<file path="src/hw/cvsd_defs.svh">
/*
 Constants of the delta codec: widths, filter time constants, scale thresholds.
 Assumes it is included by the package and by each design file; the guard keeps it single.
*/
`ifndef CVSD_DEFS_SVH
`define CVSD_DEFS_SVH

// ----------------------------------------------------------------------
// Widths
// ----------------------------------------------------------------------
`define CVSD_AUDIO_W 12
`define CVSD_FRAC_W 8
`define CVSD_ACC_W 20
`define CVSD_STEP_W 16

// ----------------------------------------------------------------------
// Nominal bit rates (kbit/s) and time constants (us)
// ----------------------------------------------------------------------
`define CVSD_RATE_16_KBPS 32'h10
`define CVSD_RATE_32_KBPS 32'h20
// 4000 us
`define CVSD_SYL_TC_US 32'hFA0
// 940 us and 470 us
`define CVSD_RECON_TC_16_US 32'h3AC
`define CVSD_RECON_TC_32_US 32'h1D6
`define CVSD_US_PER_MS 32'h3E8

// ----------------------------------------------------------------------
// Amplitude, in units of 0.1 percent of supply; full scale is 500 units
// ----------------------------------------------------------------------
`define CVSD_RES_16_UNITS 32'h1
`define CVSD_RES_32_UNITS 32'h2
`define CVSD_MIN_STEP_MULT 32'h2
// Step size ratio: 24 dB is a factor of 16, 18 dB a factor of 8
`define CVSD_RATIO_16 32'h10
`define CVSD_RATIO_32 32'h8
// Half scale 250 units, three-quarter scale 375 units
`define CVSD_HALF_SCALE 12'h0FA
`define CVSD_CLAMP_SCALE 12'h177

`endif

</file>
<file path="src/hw/cvsd_pkg.sv">
/*
 Types and shared arithmetic of the delta codec.
 Assumes cvsd_defs.svh is on the include path.
*/
package cvsd_pkg;
`include "cvsd_defs.svh"

   typedef enum logic {
      MODE_ENCODE = 1'b0,
      MODE_DECODE = 1'b1
   } codec_mode_t;

   typedef logic signed [`CVSD_AUDIO_W-1:0] sample_t;
   typedef logic [`CVSD_STEP_W-1:0] step_t;
   typedef logic signed [`CVSD_ACC_W-1:0] acc_t;

   typedef struct packed {
      step_t step;
   } syl_state_t;

   typedef struct packed {
      acc_t acc;
      logic clamp;
   } integ_state_t;

   typedef struct packed {
      logic bclk;
      logic [1:0] hist;
      logic bit_d;
      logic tx;
      logic quiet_ph;
      sample_t audio;
      logic flag_n;
      logic clamp;
   } codec_state_t;

   // Time constant expressed in bit periods, rounded to nearest
   function automatic int unsigned tc_bits(input int unsigned tc_us, input int unsigned kbps);
      return (tc_us * kbps + (`CVSD_US_PER_MS / 2)) / `CVSD_US_PER_MS;
   endfunction

   function automatic int unsigned log2_ceil(input int unsigned v);
      int unsigned r;
      r = 0;
      while ((32'h1 << r) < v) r = r + 1;
      return r;
   endfunction

   // Magnitude; inputs never reach the most negative code because of the clamp
   function automatic sample_t mag(input sample_t v);
      return (v < 0) ? -v : v;
   endfunction

endpackage

</file>
<file path="src/hw/syllabic_filter.sv">
/*
 Syllabic filter: step size that grows during bit runs and decays otherwise.
 Assumes step_en_i is a one-cycle pulse per bit period and clear_i a level.
*/
`include "cvsd_defs.svh"
module syllabic_filter #(
   parameter bit VARIANT_32K = 1'b0
) (
   input wire logic clk_i,
   input wire logic rstn_i,
   input wire logic clear_i,
   input wire logic step_en_i,
   input wire logic coinc_i,
   output cvsd_pkg::step_t step_o
);
   import cvsd_pkg::*;

   localparam int unsigned RATE = VARIANT_32K ? `CVSD_RATE_32_KBPS : `CVSD_RATE_16_KBPS;
   localparam int unsigned RES = VARIANT_32K ? `CVSD_RES_32_UNITS : `CVSD_RES_16_UNITS;
   localparam int unsigned RATIO = VARIANT_32K ? `CVSD_RATIO_32 : `CVSD_RATIO_16;
   localparam step_t MIN_STEP = step_t'((RES * `CVSD_MIN_STEP_MULT) << `CVSD_FRAC_W);
   localparam step_t MAX_STEP = step_t'(MIN_STEP * RATIO);
   localparam int unsigned SHIFT = log2_ceil(tc_bits(`CVSD_SYL_TC_US, RATE));

   syl_state_t s_r;
   syl_state_t s_nxt;

   always_comb begin
      s_nxt = s_r;
      if (clear_i) begin
         s_nxt.step = MIN_STEP;
      end else if (step_en_i) begin
         if (coinc_i) begin
            s_nxt.step = s_r.step + ((MAX_STEP - s_r.step) >> SHIFT);
         end else begin
            s_nxt.step = s_r.step - ((s_r.step - MIN_STEP) >> SHIFT);
         end
      end
   end

   always_ff @(posedge clk_i or negedge rstn_i) begin
      if (!rstn_i) begin
         s_r <= '{step: MIN_STEP};
      end else begin
         s_r <= s_nxt;
      end
   end

   assign step_o = s_r.step;
endmodule

</file>
<file path="src/hw/recon_integrator.sv">
/*
 Leaky reconstruction integrator with symmetric clamp at three-quarter scale.
 Assumes step_en_i is a one-cycle pulse per bit period and clear_i a level.
*/
`include "cvsd_defs.svh"
module recon_integrator #(
   parameter bit VARIANT_32K = 1'b0
) (
   input wire logic clk_i,
   input wire logic rstn_i,
   input wire logic clear_i,
   input wire logic step_en_i,
   input wire logic bit_i,
   input wire cvsd_pkg::step_t step_i,
   output cvsd_pkg::sample_t est_o,
   output logic clamp_o
);
   import cvsd_pkg::*;

   localparam int unsigned RATE = VARIANT_32K ? `CVSD_RATE_32_KBPS : `CVSD_RATE_16_KBPS;
   localparam int unsigned TC_US = VARIANT_32K ? `CVSD_RECON_TC_32_US : `CVSD_RECON_TC_16_US;
   localparam int unsigned SHIFT = log2_ceil(tc_bits(TC_US, RATE));
   localparam acc_t LIMIT = acc_t'(`CVSD_CLAMP_SCALE) <<< `CVSD_FRAC_W;

   integ_state_t s_r;
   integ_state_t s_nxt;
   acc_t delta;
   acc_t cand;

   always_comb begin
      s_nxt = s_r;
      delta = bit_i ? acc_t'(step_i) : -acc_t'(step_i);
      cand = s_r.acc + delta - (s_r.acc >>> SHIFT);
      if (clear_i) begin
         s_nxt.acc = '0;
         s_nxt.clamp = 1'b0;
      end else if (step_en_i) begin
         if (cand >= LIMIT) begin
            s_nxt.acc = LIMIT;
            s_nxt.clamp = 1'b1;
         end else if (cand <= -LIMIT) begin
            s_nxt.acc = -LIMIT;
            s_nxt.clamp = 1'b1;
         end else begin
            s_nxt.acc = cand;
            s_nxt.clamp = 1'b0;
         end
      end
   end

   always_ff @(posedge clk_i or negedge rstn_i) begin
      if (!rstn_i) begin
         s_r <= '0;
      end else begin
         s_r <= s_nxt;
      end
   end

   assign est_o = s_r.acc[`CVSD_ACC_W-1:`CVSD_FRAC_W];
   assign clamp_o = s_r.clamp;
endmodule

</file>
<file path="src/hw/cvsd_delta_codec.sv">
/*
 Half-duplex slope-adaptive delta codec: encodes samples into a serial NRZ stream
 or decodes a received stream back into samples.
 Assumes all inputs, the bit clock among them, are synchronous to clk_i, and the
 bit clock is much slower than clk_i (at least four clk_i periods per phase).
*/
`include "cvsd_defs.svh"
module cvsd_delta_codec #(
   parameter bit VARIANT_32K = 1'b0
) (
   input wire logic clk_i,
   input wire logic rstn_i,
   input wire logic bit_clk_i,
   input wire cvsd_pkg::codec_mode_t mode_i,
   input wire logic alt_text_force_n_i,
   input wire logic zero_force_n_i,
   input wire logic data_rx_i,
   input wire cvsd_pkg::sample_t audio_in_i,
   output logic data_tx_o,
   output cvsd_pkg::sample_t audio_out_o,
   output logic level_flag_n_o,
   output logic clamp_o
);
   import cvsd_pkg::*;

   // ----------------------------------------------------------------------
   // Scale constants
   // ----------------------------------------------------------------------
   // Quiet amplitude
   localparam sample_t RES = sample_t'(VARIANT_32K ? `CVSD_RES_32_UNITS : `CVSD_RES_16_UNITS);

   codec_state_t s_r;
   codec_state_t s_nxt;

   logic rise;
   logic fall;
   logic quiet;
   logic tx_quiet;
   logic bit_now;
   logic coinc;
   logic step_en;
   logic integ_clamp;
   step_t step;
   sample_t est;

   // ----------------------------------------------------------------------
   // Bit-clock edges and bit decision
   // ----------------------------------------------------------------------
   // One decision per bit period
   assign rise = bit_clk_i & ~s_r.bclk;
   assign fall = ~bit_clk_i & s_r.bclk;

   assign quiet = ~zero_force_n_i;

   // Decode mode keeps the transmit line idle since the channel is half duplex
   assign tx_quiet = quiet | ~alt_text_force_n_i | (mode_i == MODE_DECODE);

   always_comb begin
      if (mode_i == MODE_DECODE) begin
         bit_now = data_rx_i;
      end else begin
         bit_now = (audio_in_i > est);
      end
   end

   assign coinc = (bit_now == s_r.hist[0]) && (bit_now == s_r.hist[1]);

   assign step_en = rise & ~quiet;

   // ----------------------------------------------------------------------
   // Filters
   // ----------------------------------------------------------------------
   // Time constants in bit periods
   syllabic_filter #(
      .VARIANT_32K(VARIANT_32K)
   ) u_syllabic (
      .clk_i(clk_i),
      .rstn_i(rstn_i),
      .clear_i(quiet),
      .step_en_i(step_en),
      .coinc_i(coinc),
      .step_o(step)
   );

   recon_integrator #(
      .VARIANT_32K(VARIANT_32K)
   ) u_integ (
      .clk_i(clk_i),
      .rstn_i(rstn_i),
      .clear_i(quiet),
      .step_en_i(step_en),
      .bit_i(bit_now),
      .step_i(step),
      .est_o(est),
      .clamp_o(integ_clamp)
   );

   // ----------------------------------------------------------------------
   // Next state
   // ----------------------------------------------------------------------
   always_comb begin
      s_nxt = s_r;
      s_nxt.bclk = bit_clk_i;
      if (quiet) begin
         // Alternating history so the first bit after release forms no run
         s_nxt.hist = 2'h1;
         s_nxt.bit_d = 1'b0;
      end else if (rise) begin
         s_nxt.hist = {s_r.hist[0], bit_now};
         s_nxt.bit_d = bit_now;
      end
      if (fall) begin
         s_nxt.quiet_ph = ~s_r.quiet_ph;
         if (tx_quiet) begin
            s_nxt.tx = ~s_r.quiet_ph;
         end else begin
            s_nxt.tx = s_r.bit_d;
         end
      end
      if (quiet) begin
         s_nxt.audio = s_r.quiet_ph ? RES : -RES;
      end else begin
         s_nxt.audio = est;
      end
      // Half-scale flag
      // Forced quiet drops both flags at once, in step with the quiet audio
      s_nxt.flag_n = quiet | ~(mag(est) >= sample_t'(`CVSD_HALF_SCALE));
      s_nxt.clamp = integ_clamp & ~quiet;
   end

   // ----------------------------------------------------------------------
   // State register
   // ----------------------------------------------------------------------
   always_ff @(posedge clk_i or negedge rstn_i) begin
      if (!rstn_i) begin
         s_r <= '{bclk: 1'b0, hist: 2'h1, bit_d: 1'b0, tx: 1'b0, quiet_ph: 1'b0,
                  audio: '0, flag_n: 1'b1, clamp: 1'b0};
      end else begin
         s_r <= s_nxt;
      end
   end

   assign data_tx_o = s_r.tx;
   assign audio_out_o = s_r.audio;
   assign level_flag_n_o = s_r.flag_n;
   assign clamp_o = s_r.clamp;
endmodule

</file>
<file path="config.mk">
export PLATFORM = sky130hd
export DESIGN_NAME = cvsd_delta_codec
export DESIGN_NICKNAME = d
export VERILOG_FILES = /design/src/hw/cvsd_pkg.sv /design/src/hw/syllabic_filter.sv /design/src/hw/recon_integrator.sv /design/src/hw/cvsd_delta_codec.sv
export VERILOG_INCLUDE_DIRS = /design/src /design/src/hw
export SDC_FILE = /design/constraint.sdc
export NUM_CORES = 1
export LEC_CHECK = 0
export ABC_AREA = 1
export BUFFER_PORTS_ARGS = -buffer_cell sky130_fd_sc_hd__buf_4
export CORE_ASPECT_RATIO = 0.8
export CORE_UTILIZATION = 57
export CTS_CLUSTER_DIAMETER = 60
export DETAILED_ROUTE_END_ITERATION = 7
export MAX_ROUTING_LAYER = met4
export PLACE_DENSITY = 0.75
export SLEW_MARGIN = 20
export SYNTH_ARGS = -nofsm -noshare
export SYNTH_HDL_FRONTEND = slang
export SYNTH_SLANG_ARGS = --single-unit
</file>
<file path="constraint.sdc">
create_clock -name clk_i -period 7.45 [get_ports clk_i]
set_clock_uncertainty 0.2 [all_clocks]
set_input_delay 1.49 -clock clk_i [delete_from_list [all_inputs] [get_ports clk_i]]
set_output_delay 1.49 -clock clk_i [all_outputs]
set_load 0.01 [all_outputs]
</file>
# Word-level counts from Yosys, hierarchy flattened
# Cells that the tools add are included.
[word_totals]
word_cells = 57
input_bits = 19
register_bits = 57
output_inout_bits = 15
[classes]
n_eq_ne = 4
n_lt_le_gt_ge = 5
n_addsub = 8
n_reduce_logical = 1
n_bitwise = 13
n_mux = 15
[ops]
columns = ["operator", "count"]
rows = [
  ["$mux 21", 4],
  ["$mux 16", 3],
  ["$mux 12", 3],
  ["$add 20x20->20", 1],
  ["$ge 20x18->1 const B", 1],
  ["$le 20x18->1 const B", 1],
  ["$mux 20", 1],
  ["$neg 16->20", 1],
  ["$sub 20x16->20", 1],
  ["$add 16x10->16", 1],
  ["$sub 14x16->16 const A", 1],
  ["$sub 16x10->16", 1],
  ["$sub 16x10->16 const B", 1],
  ["$ge 12x9->1 const B", 1],
  ["$gt 12x12->1", 1],
  ["$lt 12x1->1 const B", 1],
  ["$neg 12->12", 1],
  ["$mux 3", 2],
  ["$not 1->1", 6],
  ["$and 1x1->1", 4],
  ["$ne 2x1->1 const B", 2],
  ["$or 1x1->1", 3],
  ["$eq 1x1->1", 2],
  ["$mux 1", 2],
  ["$logic_and 1x1->1", 1],
]

# Logic depth before layout (Yosys ltp)
[depth]
word_depth = 10
mapped_depth = 38

# Cells and area by module
# A second synthesis with hierarchy kept.
[hier_totals]
hier_cells = 1007
hier_area_um2 = 6645.1
[modules_own_cells]
columns = ["mod", "n_inst", "cells_each", "area_per_inst_um2"]
rows = [
  ["recon_integrator", 1, 507, 3261.9],
  ["syllabic_filter", 1, 304, 1926.8],
  ["cvsd_delta_codec", 1, 196, 1456.4],
]

# Least setup slack after synthesis
# No wires, ideal clock.
[synth_path]
path_type = "input to register"
from = "in audio_in_i[9]"
to = "reg u_integ.s_r, in the netlist u_integ.est_o[3]"
cell_stages = 30
t_arrival_ns = 5.244
setup_time_ns = 0.077
setup_slack_ns = 1.929
required_time_ns = 7.173
n_path_buf = 2
cell_sequence = "ha_1 a21oi_1 nor2_1 nor2_1 nand3_1 nand2_1 nand3_2 nand2_1 buf_4 inv_1 clkbuf_1 o21ai_0 fa_1 fa_1 nand3_2 nand3_2 nand2_2 nand2_2 nand3_2 nand2_1 a21boi_2 xor2_1 inv_1 nand2_1 nand2_2 nand2_4 nand2_8 inv_2 nand2_1 o21ai_1"
[synth_between]
elab_chain_cells = 10
word_cells_on_any_way = 11
[synth_lines]
columns = ["item", "line_no", "source"]
rows = [
  ["from (decl)", "cvsd_delta_codec.sv:18", "input wire cvsd_pkg::sample_t audio_in_i,"],
  ["$gt 12x12->1 *", "cvsd_delta_codec.sv:62", "bit_now = (audio_in_i > est);"],
  ["$mux 1 *", "cvsd_delta_codec.sv:59", "if (mode_i == MODE_DECODE) begin"],
  ["$mux 20 *", "recon_integrator.sv:32", "delta = bit_i ? acc_t'(step_i) : -acc_t'(step_i);"],
  ["$add 20x20->20 *", "recon_integrator.sv:33", "cand = s_r.acc + delta - (s_r.acc >>> SHIFT);"],
  ["$sub 20x16->20 *", "recon_integrator.sv:33", ""],
  ["$le 20x18->1", "recon_integrator.sv:41", "end else if (cand <= -LIMIT) begin"],
  ["$mux 21", "recon_integrator.sv:41", ""],
  ["$mux 21 *", "recon_integrator.sv:38", "if (cand >= LIMIT) begin"],
  ["$mux 21 *", "recon_integrator.sv:37", "end else if (step_en_i) begin"],
  ["$mux 21 *", "recon_integrator.sv:34", "if (clear_i) begin"],
  ["to (signal assigned)", "recon_integrator.sv:55", "s_r <= s_nxt;"],
  ["to (decl)", "recon_integrator.sv:25", "integ_state_t s_r;"],
]
# Mark *: on every way between the ends. The rest lies on a longest branch, timed or not. The select of a mux whose other input is x is not followed.
# A chain may end at the register's enable or synchronous reset.

# Worst setup path in the final report
[layout_path]
from = "in audio_in_i[5]"
to = "reg u_integ.s_r, in the netlist u_integ.est_o[7]"
# Same word-level chain as after synthesis.

==> results_dict.tcl <==
set metrics [dict create \
    synthArstFlopShare 1.00 \
    startpoint "audio_in_i[5]" \
    synth_cell_type_count 52 \
    fin_crit_ns 6.40 \
    wire_per_inst_um 15.4 \
    cp-end-kind "flop" \
    layout_common_cells "nand2_1, inv_1, nor2_1, o21ai_0" \
    cp_common_cell "nand2_1" \
    clock_sinks 57 \
    cp.required_ns 7.50 \
    finalCritPeriodShare 0.859 \
    post_cts_buffers 0 \
    io_buffers 33 \
    cp.arrival_ns 6.45 \
    instances_no_fill 1039 \
    overflow 0 \
    synth_mux_area_frac 0 \
    placed_cells 1024 \
    slew_violations 0 \
    rsz0062_at_grt "false" \
    slowest_delay_ns 0.58 \
    hold_violations 0 \
    status "complete, no violations" \
    syn_nets 966 \
    synth_xor_area_frac 0.0428 \
    dp_hpwl_um 12800 \
    numCtsBuffers 9 \
    ys_seq_elements 57 \
    setup_ws_ns 1.05 \
    setup_viol 0 \
    clockBufferDepth 2 \
    ios 34 \
    critPathSlowestCell "fa_1" \
    ys_top_cells_by_area "dfrtp_1, nand2_1, ha_1, inv_1, fa_1" \
    cts_tree "yes" \
    synth_fa_ha_area_frac 0.175 \
    syn_inst 873 \
    fillers 946 \
    postSynthAreaPerCell_um2 7.02 \
    grt_max_degree 58 \
    antenna_found_initial 0 \
    ctsResizeCount 0 \
    core_um2 10400 \
    worstSetupPathType "in -> reg" \
    synth_top_area_cell "dfrtp_1" \
    max_freq_mhz 156 \
    routed_wl_um 16000 \
    holdBufCountCts 0 \
    clkLatencyLatePin_ns 0.32 \
    root_buffer "clkbuf_16" \
    row_count 33 \
    grt_pass1_wl_um 26700 \
    vias 5789 \
    dieArea_um2 11200 \
    gp_congestion 0.980 \
    reg2reg_from "u_integ.est_o[11]" \
    vias_per_cell 5.57 \
    synth_ff_type "dfrtp_1" \
    fp.dieH_um 94.8 \
    ant_nets 0 \
    dr.pass1.iters 7 \
    final_common_cell "nand2_1" \
    holdCritPathClass "reg -> reg" \
    syn-cell-area_um2 6130 \
    crit_fanout 20 \
    synth_compound_area_frac 0.147 \
    final.setup.tns_ns 0 \
    initial_core_util 0.592 \
    antenna_cells 0 \
    clk_pin_slew_ns 0.05 \
    synth_edf_count 0 \
    drive_above_1_share 0.115 \
    h-tree-depth 3 \
    hold_path_startpoint "data_tx_o" \
    post-route-drc-count 0 \
    drtIter0Drc 428 \
    start_kind "input pin" \
    tightest_slew_ns 0.748 \
    grt_use_total 0.312 \
    area_delta_synth_final_pct 9.94 \
    nNetsFinal 988 \
    dpl_worst_slack_ns 0.759 \
    yosys_warnings 0 \
    synth_top_cell_area_share 0.220 \
    synth_top_family_by_area "simple AND/OR/NAND/NOR gates" \
    grt_pass1_vias 5561 \
    relSlewSlack 0.501 \
    yosysSeqAreaShare 0.233 \
    die_x_um 118 \
    cap_viol_max_count 0 \
    utilization 0.650 \
    synthSimpleGateAreaFrac 0.286 \
]
==> routing by layer <==
metal	vias up	share of wire	GRT usage
met5	-	0	-
met4	0	0.015	0.0908
met3	20	0.064	0.0525
met2	213	0.44	0.479
met1	2692	0.48	0.423
li1	2864	-	-
==> cell usage after synthesis, types with 2 or more instances <==
cell	n
nor3_1	13
o21ai_2	2
o22ai_1	10
o21bai_1	2
inv_2	4
o31ai_1	6
nand2_4	2
nand4_1	10
o21ai_0	55
buf_4	13
o21ai_1	6
nand2_2	15
nor4_1	3
nand3_1	49
or2_2	4
xnor2_1	2
clkbuf_1	6
fa_1	20
o21a_1	2
nor2_1	56
a211oi_1	2
a21oi_2	3
nor2_2	2
xor2_1	28
a21oi_1	50
inv_1	141
nand3_2	8
o22ai_2	4
nand3b_1	7
dfrtp_1	54
ha_1	54
o2111ai_1	2
buf_2	2
nand2_1	215
and2_1	2
dfstp_2	3
==> registers in the layout, indices dropped and copies added (netlist names) <==
register / cells
u_integ.est_o: 12
clamp_o: 1
data_tx_o: 1
s_r: 5
u_integ.s_r: 8
u_integ.clamp_o: 1
u_syllabic.step_o: 16
level_flag_n_o: 1
audio_out_o: 12
==> path summary, 6_finish.rpt <==
check / end / slack [ns] / cells past startpoint
max: u_integ.est_o[7] / 1.05 / 29
min: data_tx_o / 0.29 / 2
max reg2reg: u_integ.est_o[7] / 1.40 / 28
min reg2reg: data_tx_o / 0.29 / 2
max in group asynchronous: u_syllabic.step_o[5] / 5.52 / 1
min in group asynchronous: u_integ.est_o[9] / 1.04 / 1
==> area by class of cell <==
type	count	area [um^2]	share of cell area
Clock inverter	4	76.3	0.0113
Multi-Input combinational cell	646	4000	0.593
Inverter	146	548	0.0813
Sequential cell	57	1430	0.212
Timing Repair Buffer	35	263	0.0390
Clock buffer	11	253	0.0375
Tap cell	140	175	0.0260
==> cells by family after synthesis <==
kind of cell    after synthesis
buf+inv                     170
fa+ha+maj                    74
xor+xnor                     30
simple gates                390
flops                        57
compound gates              152
==> metrics by stage <==
step	hold slack [ns]	instance area, um^2
after floorplan	0.235	6130
after global placement	0.270	6410
after detailed placement	0.278	6410
after CTS	0.293	6740
after global routing	0.327	6740
final	0.292	6740
==> worst max-delay path: cells and delay by family <==
kind,cells,cell delay [ns]
and+or+nand+nor,16,1.79
adders and majority gates,3,1.41
AOI/OAI and AO/OA,5,0.84
buffers and inverters,4,0.67
xor gates and xnor gates,1,0.24
Power is not shown: default switching activity piles up to over one toggle a cycle in this logic, so the estimate is an artifact.
